### config.mk
export PLATFORM = sky130hd
export DESIGN_NAME = umps_top
export DESIGN_NICKNAME = d
export VERILOG_FILES = /design/src/verilog/umps_pkg.sv /design/src/verilog/umps_skid_buf.sv /design/src/verilog/umps_top.sv
export SDC_FILE = /design/constraint.sdc
export NUM_CORES = 1
export LEC_CHECK = 0
export BUFFER_PORTS_ARGS = -buffer_cell sky130_fd_sc_hd__buf_2
export CORE_MARGIN = 4
export CORE_UTILIZATION = 30
export CTS_BUF_LIST = sky130_fd_sc_hd__clkbuf_4
export DETAILED_ROUTE_END_ITERATION = 10
export GPL_TIMING_DRIVEN = 0
export HOLD_SLACK_MARGIN = 0.02
export PLACE_DENSITY = 0.56
export RECOVER_POWER = 50
export REMOVE_ABC_BUFFERS = 1
export SLEW_MARGIN = 20
export SYNTH_ARGS = -nofsm -noshare
export SYNTH_HDL_FRONTEND = slang
export SYNTH_HIERARCHICAL = 1
export SYNTH_SLANG_ARGS = --single-unit
### constraint.sdc
create_clock -name clk -period 2 [get_ports clk]
set_input_delay 0.5 -clock clk [delete_from_list [all_inputs] [get_ports clk]]
set_output_delay 0.5 -clock clk [all_outputs]
set_load 0.01 [all_outputs]
### src/verilog/umps_pkg.sv
package umps_pkg;
	// Handshake status bit positions
	localparam int HS_CTS_BIT = 4;
	localparam int HS_DSR_BIT = 5;
	localparam int HS_RI_BIT = 6;
	localparam int HS_DCD_BIT = 7;
	// Strap destinations
	localparam int GOPT_PNP_BIT = 0;
	localparam int GOPT_ROM_BIT = 1;
	localparam int GOPT_CLK_BIT = 6;
	localparam int GOPTB_CFG_BIT = 6;
	// Values after reset
	localparam logic [7:0] GOPT_RESET = 8'h00;
	localparam logic [7:0] GOPTB_RESET = 8'h00;
	localparam logic [7:0] CFG_PORT_HIGH = 8'h4E;
	localparam logic [7:0] CFG_PORT_LOW = 8'h2E;
	// Wake filter length in cycles
	localparam logic [3:0] WAKE_COUNT = 4'h4;
	// Buffer depth
	localparam int BUF_DEPTH = 2;
endpackage

### src/verilog/umps_skid_buf.sv
`timescale 1ns/1ns
`default_nettype none
module umps_skid_buf (
	input wire logic clk,
	input wire logic srst,
	input wire logic in_valid,
	output logic in_ready,
	input wire logic [7:0] in_data,
	output logic out_valid,
	input wire logic out_ready,
	output logic [7:0] out_data
);
	logic [7:0] mem [0:umps_pkg::BUF_DEPTH-1];
	logic [7:0] next_mem [0:umps_pkg::BUF_DEPTH-1];
	logic rd_ptr, wr_ptr, next_rd_ptr, next_wr_ptr;
	logic [1:0] count, next_count;
	logic do_wr, do_rd;

	// ----------------------------------------
	// Two-entry store, full blocks writer
	// ----------------------------------------
	always_comb begin
		in_ready = (count != 2'h2);
		out_valid = (count != 2'h0);
		out_data = mem[rd_ptr];
		do_wr = in_valid && in_ready;
		do_rd = out_valid && out_ready;
		next_mem = mem;
		if (do_wr) begin
			next_mem[wr_ptr] = in_data;
		end
		next_wr_ptr = wr_ptr ^ do_wr;
		next_rd_ptr = rd_ptr ^ do_rd;
		next_count = count + {1'b0, do_wr} - {1'b0, do_rd};
	end

	always_ff @(posedge clk) begin
		mem <= next_mem;
		if (srst) begin
			rd_ptr <= 1'b0;
			wr_ptr <= 1'b0;
			count <= 2'h0;
		end else begin
			rd_ptr <= next_rd_ptr;
			wr_ptr <= next_wr_ptr;
			count <= next_count;
		end
	end
endmodule
`default_nettype wire

### src/verilog/umps_top.sv
// Behaviour
// - Clear-to-send input level shows inverted as bit 4 of handshake status.
// - Each channel drives request-to-send low when ready to send.
// - Each channel drives terminal-ready low when ready to communicate.
// - Channel A request-to-send pin sampled at reset into option B bit 6.
// - Channel A terminal-ready pin sampled at reset into option bit 0.
// - Channel A serial output pin sampled at reset into option bit 1.
// - Channel B serial output pin sampled at reset into option bit 6.
// - Serial in received, serial out driven once strapping ends.
// - Infrared pins shared with port 3 bits 6 and 7 by mode.
// - Consumer infrared activity raises wake even in soft-off.
`timescale 1ns/1ns
`default_nettype none
module umps_top (
	input wire logic clk,
	input wire logic srst,
	// Modem inputs, channel A then B in bit 0 and 1
	input wire logic [1:0] clear_to_send_in_n,
	input wire logic [1:0] set_ready_in_n,
	input wire logic [1:0] carrier_detect_in_n,
	input wire logic [1:0] ring_indicator_in_n,
	input wire logic [1:0] serial_rx,
	// Modem outputs, pin level and enable
	input wire logic [1:0] request_send_pin_in,
	output logic [1:0] request_send_out_n,
	output logic [1:0] request_send_oe,
	input wire logic [1:0] terminal_ready_pin_in,
	output logic [1:0] terminal_ready_out_n,
	output logic [1:0] terminal_ready_oe,
	input wire logic [1:0] serial_tx_pin_in,
	output logic [1:0] serial_tx,
	output logic [1:0] serial_tx_oe,
	// UART core side
	input wire logic [1:0] uart_rts,
	input wire logic [1:0] uart_dtr,
	input wire logic [1:0] uart_tx,
	output logic [1:0] uart_rx,
	output logic [7:0] hs_status_a,
	output logic [7:0] hs_status_b,
	// Infrared and port 3 sharing
	input wire logic ir_mode,
	input wire logic infrared_rx,
	output logic infrared_tx,
	input wire logic uart_ir_tx,
	output logic uart_ir_rx,
	input wire logic gp3_bit7_out,
	output logic gp3_bit6_in,
	// Consumer infrared wake
	input wire logic consumer_ir_rx_n,
	input wire logic wake_enable,
	input wire logic wake_clear,
	output logic wake_event,
	// Received-bit byte stream into the buffer
	input wire logic rx_byte_valid,
	output logic rx_byte_ready,
	input wire logic [7:0] rx_byte,
	output logic rx_out_valid,
	input wire logic rx_out_ready,
	output logic [7:0] rx_out_byte,
	// Strap results
	output logic [7:0] global_option_reg,
	output logic [7:0] global_option_reg_b,
	output logic [7:0] cfg_port_addr
);
	// ----------------------------------------
	// Input synchronisers
	// ----------------------------------------
	localparam int SW = 18;
	logic [SW-1:0] sync1, sync2, next_sync1, next_sync2;
	logic [1:0] cts_s, dsr_s, dcd_s, ri_s, rx_s, rts_pin_s, dtr_pin_s, tx_pin_s;
	logic infrared_rx_s, cir_s;

	// Pins are async to clk, two flops before use
	always_comb begin
		next_sync1 = {clear_to_send_in_n, set_ready_in_n, carrier_detect_in_n,
			ring_indicator_in_n, serial_rx, request_send_pin_in,
			terminal_ready_pin_in, serial_tx_pin_in, infrared_rx, consumer_ir_rx_n};
		next_sync2 = sync1;
	end

	always_ff @(posedge clk) begin
		if (srst) begin
			sync1 <= {SW{1'b1}};
			sync2 <= {SW{1'b1}};
		end else begin
			sync1 <= next_sync1;
			sync2 <= next_sync2;
		end
	end

	assign {cts_s, dsr_s, dcd_s, ri_s, rx_s, rts_pin_s, dtr_pin_s, tx_pin_s,
		infrared_rx_s, cir_s} = sync2;

	// ----------------------------------------
	// Strap capture and pin roles
	// ----------------------------------------
	logic strap_done, next_strap_done;
	logic [7:0] next_gopt, next_goptb, next_cfg;

	function automatic logic [7:0] umps_set_bit(input logic [7:0] v, input int pos,
		input logic b);
		logic [7:0] r;
		r = v;
		r[pos[2:0]] = b;
		return r;
	endfunction

	// Capture once the settle count reaches 3 after reset release, then freeze
	always_comb begin
		next_strap_done = 1'b1;
		next_gopt = global_option_reg;
		next_goptb = global_option_reg_b;
		next_cfg = cfg_port_addr;
		if (!strap_done) begin
			next_gopt = umps_set_bit(umps_pkg::GOPT_RESET, umps_pkg::GOPT_PNP_BIT,
				dtr_pin_s[0]);
			next_gopt = umps_set_bit(next_gopt, umps_pkg::GOPT_ROM_BIT, tx_pin_s[0]);
			next_gopt = umps_set_bit(next_gopt, umps_pkg::GOPT_CLK_BIT, tx_pin_s[1]);
			next_goptb = umps_set_bit(umps_pkg::GOPTB_RESET, umps_pkg::GOPTB_CFG_BIT,
				rts_pin_s[0]);
			next_cfg = rts_pin_s[0] ? umps_pkg::CFG_PORT_HIGH : umps_pkg::CFG_PORT_LOW;
		end
	end

	// Sync chain is only two deep; straps need the settled pull level
	logic [1:0] settle, next_settle;
	always_comb begin
		next_settle = (settle == 2'h3) ? settle : settle + 2'h1;
	end

	always_ff @(posedge clk) begin
		if (srst) begin
			settle <= 2'h0;
			strap_done <= 1'b0;
			global_option_reg <= umps_pkg::GOPT_RESET;
			global_option_reg_b <= umps_pkg::GOPTB_RESET;
			cfg_port_addr <= umps_pkg::CFG_PORT_LOW;
		end else begin
			settle <= next_settle;
			if (settle == 2'h3) begin
				strap_done <= next_strap_done;
				global_option_reg <= next_gopt;
				global_option_reg_b <= next_goptb;
				cfg_port_addr <= next_cfg;
			end
		end
	end

	// ----------------------------------------
	// Modem outputs and status
	// ----------------------------------------
	logic [1:0] next_rts, next_dtr, next_tx, next_oe, next_urx;
	logic [7:0] next_hsa, next_hsb;
	logic next_infrared_tx, next_uirrx, next_gp6;

	function automatic logic [7:0] umps_hs(input logic cts, input logic dsr,
		input logic ri, input logic dcd);
		logic [7:0] r;
		r = 8'h00;
		r[umps_pkg::HS_CTS_BIT] = cts;
		r[umps_pkg::HS_DSR_BIT] = dsr;
		r[umps_pkg::HS_RI_BIT] = ri;
		r[umps_pkg::HS_DCD_BIT] = dcd;
		return r;
	endfunction

	always_comb begin
		// Pins float for the pull straps until captured
		next_oe = {2{strap_done}};
		next_rts = ~uart_rts;
		next_dtr = ~uart_dtr;
		next_tx = uart_tx;
		next_urx = rx_s;
		next_hsa = umps_hs(~cts_s[0], ~dsr_s[0], ~ri_s[0], ~dcd_s[0]);
		next_hsb = umps_hs(~cts_s[1], ~dsr_s[1], ~ri_s[1], ~dcd_s[1]);
		next_infrared_tx = ir_mode ? uart_ir_tx : gp3_bit7_out;
		next_uirrx = ir_mode ? infrared_rx_s : 1'b1;
		next_gp6 = ir_mode ? 1'b1 : infrared_rx_s;
	end

	always_ff @(posedge clk) begin
		if (srst) begin
			request_send_out_n <= 2'h3;
			terminal_ready_out_n <= 2'h3;
			serial_tx <= 2'h3;
			request_send_oe <= 2'h0;
			terminal_ready_oe <= 2'h0;
			serial_tx_oe <= 2'h0;
			uart_rx <= 2'h3;
			hs_status_a <= 8'h00;
			hs_status_b <= 8'h00;
			infrared_tx <= 1'b0;
			uart_ir_rx <= 1'b1;
			gp3_bit6_in <= 1'b1;
		end else begin
			request_send_out_n <= next_rts;
			terminal_ready_out_n <= next_dtr;
			serial_tx <= next_tx;
			request_send_oe <= next_oe;
			terminal_ready_oe <= next_oe;
			serial_tx_oe <= next_oe;
			uart_rx <= next_urx;
			hs_status_a <= next_hsa;
			hs_status_b <= next_hsb;
			infrared_tx <= next_infrared_tx;
			uart_ir_rx <= next_uirrx;
			gp3_bit6_in <= next_gp6;
		end
	end

	// ----------------------------------------
	// Consumer infrared wake
	// ----------------------------------------
	logic [3:0] low_cnt, next_low_cnt;
	logic next_wake;

	// Short filter rejects glitches; set beats clear
	always_comb begin
		next_low_cnt = cir_s ? 4'h0 :
			(low_cnt == umps_pkg::WAKE_COUNT) ? low_cnt : low_cnt + 4'h1;
		next_wake = wake_event && !wake_clear;
		if (wake_enable && low_cnt == umps_pkg::WAKE_COUNT - 4'h1 && !cir_s) begin
			next_wake = 1'b1;
		end
	end

	always_ff @(posedge clk) begin
		if (srst) begin
			low_cnt <= 4'h0;
			wake_event <= 1'b0;
		end else begin
			low_cnt <= next_low_cnt;
			wake_event <= next_wake;
		end
	end

	// ----------------------------------------
	// Receive byte buffer
	// ----------------------------------------
	logic buf_in_ready, buf_out_valid;
	logic [7:0] buf_out_data;

	umps_skid_buf u_buf (
		.clk(clk),
		.srst(srst),
		.in_valid(rx_byte_valid),
		.in_ready(buf_in_ready),
		.in_data(rx_byte),
		.out_valid(buf_out_valid),
		.out_ready(rx_out_ready),
		.out_data(buf_out_data)
	);

	// Outputs mirror the buffer combinationally through flop-free path
	always_comb begin
		rx_byte_ready = buf_in_ready;
		rx_out_valid = buf_out_valid;
		rx_out_byte = buf_out_data;
	end
endmodule
`default_nettype wire
==> flow_summary.toml <==
[clocking]
ctsHoldBuffers = 0
clk_pin_slew_worst_paths_ns = 0.13
cts-resized-gates = 1
htree_num_levels = 3
root_buffer = "clkbuf_4"
cts.sinks = 85
cts_tree = "done"
numCtsBuffers = 9
clk_latency_ns = 0.41
post_cts_buffers = 0
clock_path_buffers = 2

[timing]
worst_pin_slew_ns = 1.11
finalSetupViolations = 0
fin_tns_setup_ns = 0
fin_skew_ns = 0.0150
rsz0062_at_grt = "no"
slew-limit-headroom = 0.257
period_needed_ns = 1.88
slew_violations = 0
fin_crit_sh = 0.941
fmax_mhz = 531
hold_viol = 0

[pwr]
cellInternalPower_uw = 2570
p_switching_uw = 885
p_total_uw = 3450
swShare = 0.256
comb_power_share = 0.155
pwr-share-clk = 0.276
power.leakage_uw = 0.00151
p_seq_frac = 0.569
power_density_nw_per_um2 = 992
peakVddDrop_uv = 340

[final_layout]
fin_nets = 376
multiInputGateArea_um2 = 898
drive_above_1_share = 0.420
fillers = 1020
ff_latch_area_um2 = 1860
area_growth_pct = 16.2

[detailed_routing]
via_per_inst = 3.89
drtAntennaViolNets = 0
routed_wire_length_per_instance_um = 10.1
first_iter_violations = 30
drt-total-wl_um = 4700
drc = 0
vias = 1816
dr.pass1.iters = 5

[floorplanning]
fp-row-count = 36
io_pins = 109
die_w_um = 108
core-area_um2 = 9730
die_area_um2 = 11700
initial_core_util = 0.308
dieHeight_um = 108

[grt]
grt_pass1_wl_um = 7370
antenna_found_initial = 0
grt_overflow_total = 0
grt.total_usage = 0.0815
first_global_vias = 1682
grt_max_degree = 69

[placement]
place_congestion = 0.714
portBuffers = 80
hpwl_um = 3290

[logic_synthesis]
synth_ff_type = "dfxtp_1"
avgSynthCellArea_um2 = 11.8
synthArstFlopShare = 0
ys_seq_elements = 85
syn-cell-area_um2 = 3000
ys_warn_count = 6
synth-seq-area-share = 0.621
synth.distinct_cells = 33
synth_edf_count = 16
syn_inst = 253

[setup_path]
worst_ep_arrival_time_ns = 1.38
cp_max_fo = 10
cp-end-kind = "output pin"
crit_type = "flip-flop to output pin"
start_kind = "flip-flop"
required_ns = 1.50

[hold_path]
hold_class = "primary input to flip-flop"

[run_status]
outcome = "finished, final reports clean"

[job]
cap_violations = 0
-- critical path, cell delays in order (launching register included) --
cell and delay (ns):
dfxtp_2 0.47, mux2_2 0.37, buf_2 0.14
-- cells by family (layout without fill, tap and decap cells) --
| family | count (synthesis) | count (layout) | share of synthesized area |
|---|---|---|---|
| simple gates | 90 | 90 | 0.163 |
| flops | 85 | 85 | 0.621 |
| buf+inv | 44 | 100 | 0.109 |
| compound gates | 11 | 11 | 0.0209 |
| mux | 11 | 11 | 0.0405 |
| fa+ha+maj | 7 | 7 | 0.0292 |
| xor+xnor | 3 | 3 | 0.0134 |
| other cells | 2 | 27 | 0.00251 |
-- metrics by stage --
step / setup slack (ns) / area [µm²] / hold slack [ns] / instances / utilization
after detailed placement: 0.147 / 3340 / 0.370 / 450 / 0.343
after global routing: 0.0223 / 3480 / 0.196 / 466 / 0.358
final: 0.118 / 3480 / 0.240 / 467 / 0.358
after floorplan: 0.613 / 2780 / 0.365 / 237 / -
after global placement: 0.197 / 3340 / 0.370 / 450 / 0.343
after CTS: 0.0481 / 3480 / 0.196 / 466 / 0.358
-- path summary, 6_finish.rpt --
path	startpoint	end	slack (ns)	depth (start not counted)
setup / recovery	u_buf/rd_ptr	rx_out_byte[2]	0.12	2
setup reg to reg	u_buf/count[0]	u_buf/count[1]	0.57	7
hold reg to reg	sync2[15]	hs_status_b[5]	0.38	1
hold / removal	uart_dtr[0]	terminal_ready_out_n[0]	0.24	2
-- cell usage in the layout (no fill, tap or decap), types with 2 or more instances in the layout --
| master | instances |
|---|---|
| a21oi_1 | 4 |
| buf_2 | 77 |
| clkbuf_1 | 2 |
| clkbuf_4 | 10 |
| clkinv_4 | 2 |
| conb_1 | 26 |
| dfxtp_1 | 68 |
| edfxtp_1 | 16 |
| ha_1 | 7 |
| inv_1 | 4 |
| mux2_2 | 9 |
| mux2i_1 | 2 |
| nand2_1 | 12 |
| nand2b_1 | 7 |
| nand3_1 | 3 |
| nor2_1 | 20 |
| nor2b_1 | 3 |
| o21ai_0 | 4 |
| or2_1 | 3 |
| or2_2 | 34 |
-- layer usage --
metal	global-route usage	vias to the layer above	share of wire
met5	0	-	0
met4	0.0406	0	0.017
met3	0.0370	8	0.092
met2	0.140	76	0.47
met1	0.0837	833	0.42
li1	-	899	-
-- synthesized netlist by cell type, drive strengths merged (3+ instances only) --
cell type | instances | area, µm²
dfxtp | 69 | 1380
buf | 40 | 312
or2 | 37 | 231
nor2 | 21 | 86.3
edfxtp | 16 | 480
nand2 | 12 | 45.0
mux2 | 9 | 101
nand2b | 8 | 52.6
ha | 7 | 87.6
a21oi | 4 | 20.0
inv | 4 | 15.0
o21ai | 4 | 20.0
nand3 | 3 | 15.0
nor2b | 3 | 18.8
-- power groups by stage --
stage | sequential [µW] | clock (µW) | combinational (µW)
floorplan | 2010 | 0 | 336
global placement | 2000 | 0 | 536
detailed placement | 2010 | 0 | 543
CTS | 1970 | 1030 | 549
global route | 1990 | 1070 | 605
finish | 1970 | 952 | 537
-- area by class of cell --
type,instances,share of cell area
Sequential cell,85,0.535
Multi-Input combinational cell,148,0.258
Clock inverter,6,0.0183
Tap cell,133,0.0478
Inverter,4,0.00431
Antenna cell,1,0.000719
Timing Repair Buffer,80,0.114
Clock buffer,10,0.0216
Power figures use the tool's default switching activity.
